==> src/pkg/spl_pkg.sv <==
// Shared types and constants for the stack pointer limit checker.
// Assumes a 16-bit data space and a 23-bit program counter in the core.
package spl_pkg;

  localparam int SPL_DW = 16;
  localparam int SPL_PCW = 23;
  // Lowest legal stack address; below it lies the special function area
  localparam logic [15:0] SPL_SFR_BOUND = 16'h0800;
  // Stack moves one 16-bit word, two byte addresses, per access
  localparam logic [15:0] SPL_WORD_STEP = 16'h0002;
  // Pointer value after reset; arbitrary plain default at the bottom of the stack
  localparam logic [15:0] SPL_SP_RESET = 16'h0800;
  // Upper byte of a call push is zero-extended
  localparam logic [7:0] SPL_PC_HI_EXT = 8'h00;
  localparam int SPL_PC_LO_W = 16;
  localparam int SPL_PC_HI_MSB = 22;

  typedef enum logic [1:0] {
    SPL_PUSH_DATA = 2'h0,
    SPL_PUSH_CALL = 2'h1,
    SPL_PUSH_EXC  = 2'h2
  } spl_push_kind_t;

  typedef enum logic [1:0] {
    SPL_ST_IDLE  = 2'h1,
    SPL_ST_PC_HI = 2'h2
  } spl_state_t;

  // One stack request from the core, one cycle pulse
  typedef struct packed {
    logic push;
    logic pop;
    spl_push_kind_t kind;
    logic [15:0] data;
    logic [22:0] pc;
    logic [7:0] status_low_byte;
  } spl_stack_req_t;

  // Register writes from the core's write-back path
  typedef struct packed {
    logic sp_we;
    logic [15:0] sp_wdata;
    logic lim_we;
    logic [15:0] lim_wdata;
  } spl_reg_wr_t;

  // Effective address formed with the stack pointer as pointer
  typedef struct packed {
    logic valid;
    logic [15:0] addr;
  } spl_ea_req_t;

  typedef struct packed {
    logic we;
    logic re;
    logic [15:0] addr;
    logic [15:0] wdata;
  } spl_mem_t;

  typedef struct packed {
    logic trap;
    logic over;
    logic under;
    logic [15:0] addr;
  } spl_trap_t;

  typedef struct packed {
    spl_state_t fsm;
    logic [15:0] stack_pointer_register;
    logic [15:0] stack_limit_register;
    logic [15:0] pc_hi_word;
    spl_mem_t mem;
    spl_trap_t trap;
  } spl_core_state_t;

endpackage

==> src/hdl/spl_stack_guard.sv <==
// Stack pointer, push/pop sequencing and stack bound trap logic.
// Assumes the core sends single-cycle requests on clk and waits on ready.
//
// Contract
// - Working register also serves as stack pointer
// - Pointer always addresses the next free word
// - Stack grows toward higher addresses
// - Pop pre-decrements, push post-increments
// - Call push zero-extends program counter top byte
// - Exception push carries status low byte upward
// - Limit register keeps its content through reset
// - Limit bit zero always reads zero
// - Every stack pointer address checked against limit
// - Push at limit passes; next push traps
// - Address below fixed bound raises underflow trap
`timescale 1ns/1ps
module spl_stack_guard
  import spl_pkg::*;
(
  input wire logic clk,
  input wire logic rstn,
  input wire spl_pkg::spl_stack_req_t stack_req,
  input wire spl_pkg::spl_reg_wr_t reg_wr,
  input wire spl_pkg::spl_ea_req_t ea_req,
  output logic ready,
  output spl_pkg::spl_mem_t mem,
  output spl_pkg::spl_trap_t trap,
  output logic [15:0] stack_pointer_register,
  output logic [15:0] stack_limit_register
);
  import spl_pkg::*;

  spl_core_state_t state_reg;
  spl_core_state_t state_next;
  logic [15:0] check_addr;
  logic check_borrow;
  logic over;
  logic under;
  logic idle;
  logic push_go;
  logic pop_go;
  logic ea_go;

  // Word step of the pointer, used by push and pop
  function automatic logic [15:0] sp_step(input logic [15:0] sp, input logic up);
    sp_step = up ? 16'(sp + SPL_WORD_STEP) : 16'(sp - SPL_WORD_STEP);
  endfunction

  // Stack pointer and limit are word aligned
  function automatic logic [15:0] word_align(input logic [15:0] v);
    word_align = {v[15:1], 1'b0};
  endfunction

  // Core may only start a request while idle; the second PC word stalls it
  always_comb begin
    idle = (state_reg.fsm == SPL_ST_IDLE);
    ready = idle;
    push_go = idle && stack_req.push;
    pop_go = idle && !stack_req.push && stack_req.pop;
    ea_go = idle && !stack_req.push && !stack_req.pop && ea_req.valid;
  end

  // One comparator sees whichever address the stack pointer forms this cycle
  always_comb begin
    check_borrow = 1'b0;
    if (!idle || push_go) begin
      check_addr = state_reg.stack_pointer_register;
    end else if (pop_go) begin
      check_addr = sp_step(state_reg.stack_pointer_register, 1'b0);
      check_borrow = (state_reg.stack_pointer_register < SPL_WORD_STEP);
    end else begin
      check_addr = ea_req.addr;
    end
  end

  spl_ea_check u_check (
    .effective_address(check_addr),
    .limit(state_reg.stack_limit_register),
    .borrow(check_borrow),
    .over(over),
    .under(under)
  );

  // Next-state logic for the whole block
  always_comb begin
    state_next = state_reg;
    state_next.mem.we = 1'b0;
    state_next.mem.re = 1'b0;
    state_next.trap = '0;
    // Limit is written here only, never by reset; a write during reset still lands
    if (reg_wr.lim_we) begin
      state_next.stack_limit_register = word_align(reg_wr.lim_wdata);
    end
    if (!rstn) begin
      state_next.fsm = SPL_ST_IDLE;
      state_next.stack_pointer_register = SPL_SP_RESET;
      state_next.pc_hi_word = '0;
      state_next.mem = '0;
      state_next.trap = '0;
      // Limit left alone so reset cannot give it a value
    end else begin
      unique case (state_reg.fsm)
        SPL_ST_IDLE: begin
          if (push_go || pop_go || ea_go) begin
            // Aborted access on trap: neither memory nor pointer moves
            if (over || under) begin
              state_next.trap.trap = 1'b1;
              state_next.trap.over = over;
              state_next.trap.under = under;
              state_next.trap.addr = check_addr;
            end else if (push_go) begin
              // Write at the free word, then step up
              state_next.mem.we = 1'b1;
              state_next.mem.addr = state_reg.stack_pointer_register;
              state_next.stack_pointer_register =
                sp_step(state_reg.stack_pointer_register, 1'b1);
              if (stack_req.kind == SPL_PUSH_DATA) begin
                state_next.mem.wdata = stack_req.data;
              end else begin
                state_next.mem.wdata = stack_req.pc[SPL_PC_LO_W-1:0];
                state_next.fsm = SPL_ST_PC_HI;
                if (stack_req.kind == SPL_PUSH_EXC) begin
                  state_next.pc_hi_word = {stack_req.status_low_byte, 1'b0,
                    stack_req.pc[SPL_PC_HI_MSB:SPL_PC_LO_W]};
                end else begin
                  state_next.pc_hi_word = {SPL_PC_HI_EXT, 1'b0,
                    stack_req.pc[SPL_PC_HI_MSB:SPL_PC_LO_W]};
                end
              end
            end else if (pop_go) begin
              // Step down first, then read the last written word
              state_next.mem.re = 1'b1;
              state_next.mem.addr = check_addr;
              state_next.stack_pointer_register = check_addr;
            end
          end else if (reg_wr.sp_we) begin
            state_next.stack_pointer_register = word_align(reg_wr.sp_wdata);
          end
        end
        SPL_ST_PC_HI: begin
          state_next.fsm = SPL_ST_IDLE;
          if (over || under) begin
            state_next.trap.trap = 1'b1;
            state_next.trap.over = over;
            state_next.trap.under = under;
            state_next.trap.addr = check_addr;
          end else begin
            state_next.mem.we = 1'b1;
            state_next.mem.addr = state_reg.stack_pointer_register;
            state_next.mem.wdata = state_reg.pc_hi_word;
            state_next.stack_pointer_register =
              sp_step(state_reg.stack_pointer_register, 1'b1);
          end
        end
        default: begin
          state_next.fsm = SPL_ST_IDLE;
        end
      endcase
    end
  end

  // Single state register; reset is applied in the next-state logic
  always_ff @(posedge clk) begin
    state_reg <= state_next;
  end

  // Outputs straight from flops
  always_comb begin
    mem = state_reg.mem;
    trap = state_reg.trap;
    stack_pointer_register = state_reg.stack_pointer_register;
    stack_limit_register = state_reg.stack_limit_register;
  end

  // Push writes the free word, then steps the pointer up
  a_push_post_inc: assert property (@(posedge clk) disable iff (!rstn)
    (push_go && !over && !under) |=> mem.we
      && mem.addr == $past(state_reg.stack_pointer_register)
      && stack_pointer_register == 16'($past(state_reg.stack_pointer_register) + SPL_WORD_STEP))
    else $error("push did not write then step the pointer up");

  // Pop steps the pointer down, then reads there
  a_pop_pre_dec: assert property (@(posedge clk) disable iff (!rstn)
    (pop_go && !over && !under) |=> mem.re
      && mem.addr == 16'($past(state_reg.stack_pointer_register) - SPL_WORD_STEP)
      && stack_pointer_register == mem.addr)
    else $error("pop did not step the pointer down before reading");

  a_call_hi_zero: assert property (@(posedge clk) disable iff (!rstn)
    (push_go && stack_req.kind == SPL_PUSH_CALL && !over && !under)
      |=> state_reg.fsm == SPL_ST_PC_HI && state_reg.pc_hi_word[15:7] == 9'h000)
    else $error("call push upper word not zero-extended");

  // Status low byte travels in the upper word of an exception push
  a_exc_status_byte: assert property (@(posedge clk) disable iff (!rstn)
    (push_go && stack_req.kind == SPL_PUSH_EXC && !over && !under)
      |=> state_reg.pc_hi_word[15:8] == $past(stack_req.status_low_byte)
      ##1 ((mem.we && mem.wdata[15:8] == $past(stack_req.status_low_byte, 2))
        || trap.trap))
    else $error("exception push lost the status low byte");

  a_limit_aligned: assert property (@(posedge clk) disable iff (!rstn)
    reg_wr.lim_we |=> stack_limit_register[0] == 1'b0
      && stack_limit_register[15:1] == $past(reg_wr.lim_wdata[15:1]))
    else $error("limit write not word aligned");

  // Reset alone never moves the limit
  a_limit_kept_reset: assert property (@(posedge clk)
    (!rstn && !reg_wr.lim_we) |=> stack_limit_register == $past(stack_limit_register))
    else $error("reset changed the stack limit");

  // Pointer equal to the limit may still push once
  a_push_at_limit: assert property (@(posedge clk) disable iff (!rstn)
    (push_go && state_reg.stack_pointer_register == state_reg.stack_limit_register
      && state_reg.stack_pointer_register >= SPL_SFR_BOUND)
      |=> mem.we && !trap.trap)
    else $error("push at the limit was trapped");

  a_push_over_limit: assert property (@(posedge clk) disable iff (!rstn)
    (push_go && state_reg.stack_pointer_register > state_reg.stack_limit_register)
      |=> trap.trap && trap.over && !mem.we && $stable(stack_pointer_register))
    else $error("push beyond the limit did not trap");

  // Pointer address beyond the limit traps as overflow
  a_ea_checked: assert property (@(posedge clk) disable iff (!rstn)
    (ea_go && ea_req.addr > state_reg.stack_limit_register)
      |=> trap.trap && trap.over && trap.addr == $past(ea_req.addr))
    else $error("stack address beyond the limit not trapped");

  // Pop that would land below the bound traps
  a_underflow_trap: assert property (@(posedge clk) disable iff (!rstn)
    (pop_go && state_reg.stack_pointer_register < 16'(SPL_SFR_BOUND + SPL_WORD_STEP))
      |=> trap.trap && trap.under && !mem.re)
    else $error("pop below the bound did not trap");

  // Plain register write lands only when no stack access claims the cycle
  a_sp_as_working: assert property (@(posedge clk) disable iff (!rstn)
    (idle && reg_wr.sp_we && !stack_req.push && !stack_req.pop && !ea_req.valid)
      |=> stack_pointer_register == {$past(reg_wr.sp_wdata[15:1]), 1'b0})
    else $error("working register write lost");

  // Call upper word reaches memory zero-extended
  a_call_hi_word: assert property (@(posedge clk) disable iff (!rstn)
    (push_go && stack_req.kind == SPL_PUSH_CALL && !over && !under)
      |=> ##1 (trap.trap || (mem.we && mem.wdata == {SPL_PC_HI_EXT, 1'b0,
        $past(stack_req.pc[SPL_PC_HI_MSB:SPL_PC_LO_W], 2)})))
    else $error("call push upper word wrong on the bus");

  // Exception upper word keeps the counter bits below the status byte
  a_exc_low_bits: assert property (@(posedge clk) disable iff (!rstn)
    (push_go && stack_req.kind == SPL_PUSH_EXC && !over && !under)
      |=> ##1 (trap.trap || (mem.we && mem.wdata[7:0] == {1'b0,
        $past(stack_req.pc[SPL_PC_HI_MSB:SPL_PC_LO_W], 2)})))
    else $error("exception push upper word low bits wrong");

  // Two-word push holds ready low for exactly the second word
  a_pc_hi_stall: assert property (@(posedge clk) disable iff (!rstn)
    (push_go && stack_req.kind != SPL_PUSH_DATA && !over && !under)
      |=> !ready ##1 ready)
    else $error("two-word push did not stall for one cycle");

  // Second word written at the limit still passes
  a_hi_at_limit: assert property (@(posedge clk) disable iff (!rstn)
    (!idle && state_reg.stack_pointer_register == state_reg.stack_limit_register
      && state_reg.stack_pointer_register >= SPL_SFR_BOUND)
      |=> mem.we && !trap.trap)
    else $error("second word at the limit was trapped");

  // Second word beyond the limit traps; pointer stays after the first word
  a_hi_over_limit: assert property (@(posedge clk) disable iff (!rstn)
    (!idle && state_reg.stack_pointer_register > state_reg.stack_limit_register)
      |=> trap.trap && trap.over && !mem.we && $stable(stack_pointer_register))
    else $error("second word beyond the limit did not trap");

  // Pointer address below the bound traps as underflow
  a_ea_underflow: assert property (@(posedge clk) disable iff (!rstn)
    (ea_go && ea_req.addr < SPL_SFR_BOUND)
      |=> trap.trap && trap.under && trap.addr == $past(ea_req.addr))
    else $error("stack address below the bound not trapped");

  // Address inside the window passes without side effects
  a_ea_in_range: assert property (@(posedge clk) disable iff (!rstn)
    (ea_go && ea_req.addr <= state_reg.stack_limit_register
      && ea_req.addr >= SPL_SFR_BOUND)
      |=> !trap.trap && !mem.we && !mem.re && $stable(stack_pointer_register))
    else $error("legal stack address was trapped");

  // A trap never comes with a memory access and always names its cause
  a_trap_no_access: assert property (@(posedge clk) disable iff (!rstn)
    trap.trap |-> !mem.we && !mem.re && (trap.over || trap.under))
    else $error("trap came with a memory access or no cause");

  // Pop that lands exactly on the bound is still legal
  a_pop_at_bound: assert property (@(posedge clk) disable iff (!rstn)
    (pop_go && state_reg.stack_pointer_register == 16'(SPL_SFR_BOUND + SPL_WORD_STEP)
      && state_reg.stack_limit_register >= SPL_SFR_BOUND)
      |=> mem.re && !trap.trap && stack_pointer_register == SPL_SFR_BOUND)
    else $error("pop down to the bound was trapped");

  // Push from below the bound traps as underflow and writes nothing
  a_push_under: assert property (@(posedge clk) disable iff (!rstn)
    (push_go && state_reg.stack_pointer_register < SPL_SFR_BOUND)
      |=> trap.trap && trap.under && !mem.we && $stable(stack_pointer_register))
    else $error("push below the bound did not trap");

endmodule

==> src/hdl/spl_ea_check.sv <==
// Bound comparator for one stack effective address.
// Assumes limit bit zero is already cleared by the caller.
`timescale 1ns/1ps
module spl_ea_check
  import spl_pkg::*;
(
  input wire logic [15:0] effective_address,
  input wire logic [15:0] limit,
  input wire logic borrow,
  output logic over,
  output logic under
);

  // Equal to the limit is still legal; only beyond it traps
  always_comb begin
    over = (effective_address > limit) && !borrow;
    under = (effective_address < SPL_SFR_BOUND) || borrow;
  end

endmodule

==> config.mk <==
export PLATFORM = sky130hd
export DESIGN_NAME = spl_stack_guard
export DESIGN_NICKNAME = d
export VERILOG_FILES = /design/src/pkg/spl_pkg.sv /design/src/hdl/spl_stack_guard.sv /design/src/hdl/spl_ea_check.sv
export SDC_FILE = /design/constraint.sdc
export NUM_CORES = 1
export LEC_CHECK = 0
export ABC_AREA = 0
export ABC_CLOCK_PERIOD_IN_PS = 4100
export BUFFER_PORTS_ARGS = -buffer_cell sky130_fd_sc_hd__buf_2
export CAP_MARGIN = 20
export CORE_MARGIN = 5
export CORE_UTILIZATION = 40
export DETAILED_ROUTE_END_ITERATION = 10
export GPL_ROUTABILITY_DRIVEN = 1
export PLACE_DENSITY = 0.74
export SLEW_MARGIN = 5
export SYNTH_ARGS = -nofsm -noshare
export SYNTH_HDL_FRONTEND = slang
export SYNTH_SLANG_ARGS = --single-unit
==> constraint.sdc <==
create_clock -name clk -period 4.1 [get_ports clk]
set_clock_uncertainty 0.2 [all_clocks]
set_input_delay 0.41 -clock clk [delete_from_list [all_inputs] [get_ports clk]]
set_output_delay 0.41 -clock clk [all_outputs]
set_load 0.02 [all_outputs]
==> results.cfg <==
[worst_setup_path]
start_kind = flip-flop
criticalPathCategory = reg2reg
path_max_fanout = 14
cp.required_ns = 4.19
worstSetupEndpointType = flip-flop
worstPathArrival_ns = 4.14
r2r_slack_ns = 0.05

[timing]
hold_viol_final = 0
slew_violations = 0
post-route-period-util_pct = 98.75
rsz0062_at_grt = true
setup_ws_ns = 0.05139
worst_pin_slew_ns = 0.8419
finalCriticalPeriod_ns = 4.049
fmax_mhz = 247.0
max_slew_margin_pct = 43.67
setup_viol = 0

[clock_tree]
cts_buffers = 9
cts_root_buf = clkbuf_16
cts_max_path_buffers = 2
htree_levels = 3
cts.sinks = 101
cts_tree = built
hold_buffers = 0
clk_pin_slew_ns = 0.07
clk_latency_ns = 0.36

[floorplan]
rows = 45
initial_core_util_pct = 41.14
die_w_um = 135.5
core-area_um2 = 15310
die-area_um2 = 18360
die_h_um = 135.5
io-pin-count = 190

[finish]
syn_to_final_growth_pct = 25.32
drive_above_1_share_pct = 36.53
fin_util_pct = 51.55
num_antenna_cells = 0
fillers = 1495
largest_reg_flops = 34
fin_nets = 1035

[global_route]
grt-ovfl-total = 0
antenna_found_initial = 0
gr-usage-met2_pct = 34.38
use_met3_pct = 4.421
grt_max_degree = 42
grt.total_usage_pct = 21.48
busiest_layer = met2
met1_usage_pct = 28.66
grt_pass1_vias = 5865
grt_pass1_wl_um = 31170

[placement]
numPortBuffers = 186
place.gp.congestion = 0.9365
hpwlAfterDp_um = 15170
dp_slack_ns = -0.1454

[synthesis]
synth-edff-count = 15
ys_ff_latch = 101
yosys_warnings = 0
syn_area_um2 = 6300
synth-async-reset-ratio_pct = 0
ys_seq_area_share_pct = 34.48
ys.flop_type = dfxtp_1
synthesis.nets = 892
synthCells = 769
syn_avg_cell_area_um2 = 8.192
ys_types = 64

[drt]
drcViolationCount = 0
firstDrtPassIters = 5
wl_per_cell_um = 18.28
routed_wl_um = 20620
num_vias = 6225
drt_iter0_markers = 482
final_antenna_net_count = 0
viasPerCell = 5.519

[run_status]
status = finished, final reports clean

[power_and_ir_drop]
vdd_drop_max_mv = 0.3946
power_density_nw_per_um2 = 853.8
p_leak_nw = 3.528

[hold_path]
hp-class = in2reg

[run]
cap_viol_max_count = 0
power breakdown:
group          internal [mW]  switching, mW
Sequential              1.26          0.107
Clock                  0.485          0.409
Combinational           1.89           2.59
layout by cell type (no fill, tap or decap), types with 12 or more instances in the layout:
cell type	synthesis	final
ha_1	19	16
a21oi_1	58	56
inv_1	41	38
dfxtp_1	86	84
nor3_1	22	18
a2bb2oi_1	21	20
mux2i_1	19	18
buf_2	4	186
o21ai_0	31	31
a221oi_1	15	13
nand3_1	21	19
o22ai_1	13	12
buf_4	86	80
edfxtp_1	15	15
nand4_1	13	13
nand2_1	50	50
nor2_1	66	64
critical path: stages, from the launching register on:
cell	delay, ns
dfxtp_2	0.33
inv_2	0.07
ha_4	0.13
or4b_4	0.50
nor4_4	0.36
mux2i_2	0.13
a221oi_4	0.24
inv_2	0.09
ha_4	0.27
nand4_1	0.11
nor2_2	0.16
o221a_4	0.22
o31ai_4	0.06
and2_4	0.17
and2_2	0.24
o21ai_4	0.42
o221a_2	0.28
cell usage after synthesis, drive strengths merged (3+ instances only):
library cell	count	share of area, %
nand4	14	1.6
nor3	22	1.7
a311oi	4	0.56
and2	4	0.40
mux2i	19	3.0
clkbuf	48	2.9
buf	95	11
a22oi	10	1.2
nand2b	5	0.50
nor4	3	0.54
a21o	3	0.36
nor2	66	3.9
a211oi	11	1.3
a2bb2oi	21	2.9
o211ai	5	0.60
or3	9	0.89
ha	19	3.8
nor2b	4	0.40
nand3	21	1.7
a32oi	8	1.1
dfxtp	86	27
a21oi	59	4.7
nand2	50	3.0
inv	42	2.5
o221a	6	1.1
xnor2	7	0.97
o31ai	4	0.48
a31oi	9	0.89
o21ai	34	2.8
o22ai	13	1.3
nor3b	4	0.56
edfxtp	15	7.1
o21a	4	0.48
a221oi	16	2.5
and3	6	0.60
cells by family after synthesis:
group	after synthesis	share of synthesized area, %
simple gates	216	16.96
xor+xnor	7	0.9732
fa+ha+maj	19	3.774
compound gates	221	24.27
buf+inv	185	16.46
other cells	1	0.05953
flops	101	34.48
mux	19	3.019
per-layer routing:
layer / up-vias / routed length [µm] / share of wire (%)
li1: 2975 / - / -
met1: 2902 / 8567 / 42
met2: 307 / 9792 / 47
met3: 41 / 1743 / 8.5
met4: 0 / 513 / 2.5
met5: - / 0 / 0
worst paths after layout:
| kind | cells after the start | to | start |
|---|---|---|---|
| worst max-delay path | 16 | stack_pointer_register[15] | stack_pointer_register[1] |
| worst min-delay path | 1 | stack_limit_register[3] | reg_wr[3] |
| worst max register to register | 16 | stack_pointer_register[15] | stack_pointer_register[1] |
| worst min register to register | 2 | mem[7] | mem[7] |
through the flow:
stage / TNS (ns) / hold slack [ns] / area, µm² / power [mW] / std cells
global placement: -0.8895 / 0.2395 / 7323 / 5.404 / 1103
floorplan: 0 / 0.2320 / 6330 / 4.201 / 769
finish: 0 / 0.02258 / 7895 / 6.741 / 1128
CTS: 0 / 0.01126 / 7640 / 6.377 / 1119
global route: -1.612 / 0.009980 / 7895 / 7.163 / 1128
detailed placement: -1.451 / 0.2463 / 7323 / 5.462 / 1103
area by class of cell:
type / instances / area, µm² / area share [%]
Clock inverter: 6 / 76.32 / 0.9667
Multi-Input combinational cell: 483 / 3281 / 41.55
Timing Repair Buffer: 275 / 1713 / 21.70
Clock buffer: 10 / 229.0 / 2.900
Inverter: 42 / 157.7 / 1.997
Sequential cell: 101 / 2175 / 27.54
Tap cell: 211 / 264.0 / 3.344
what timing repair did:
item | in CTS | in global routing
resized for setup | 3 | 30
setup buffers | 0 | 6
cloned | 0 | 3
pin swaps | 0 | 22
hold endpoints to repair | 0 | 0
endpoints found under the setup margin | 15 | 79
Note: power is estimated with default switching activity, not from simulation.
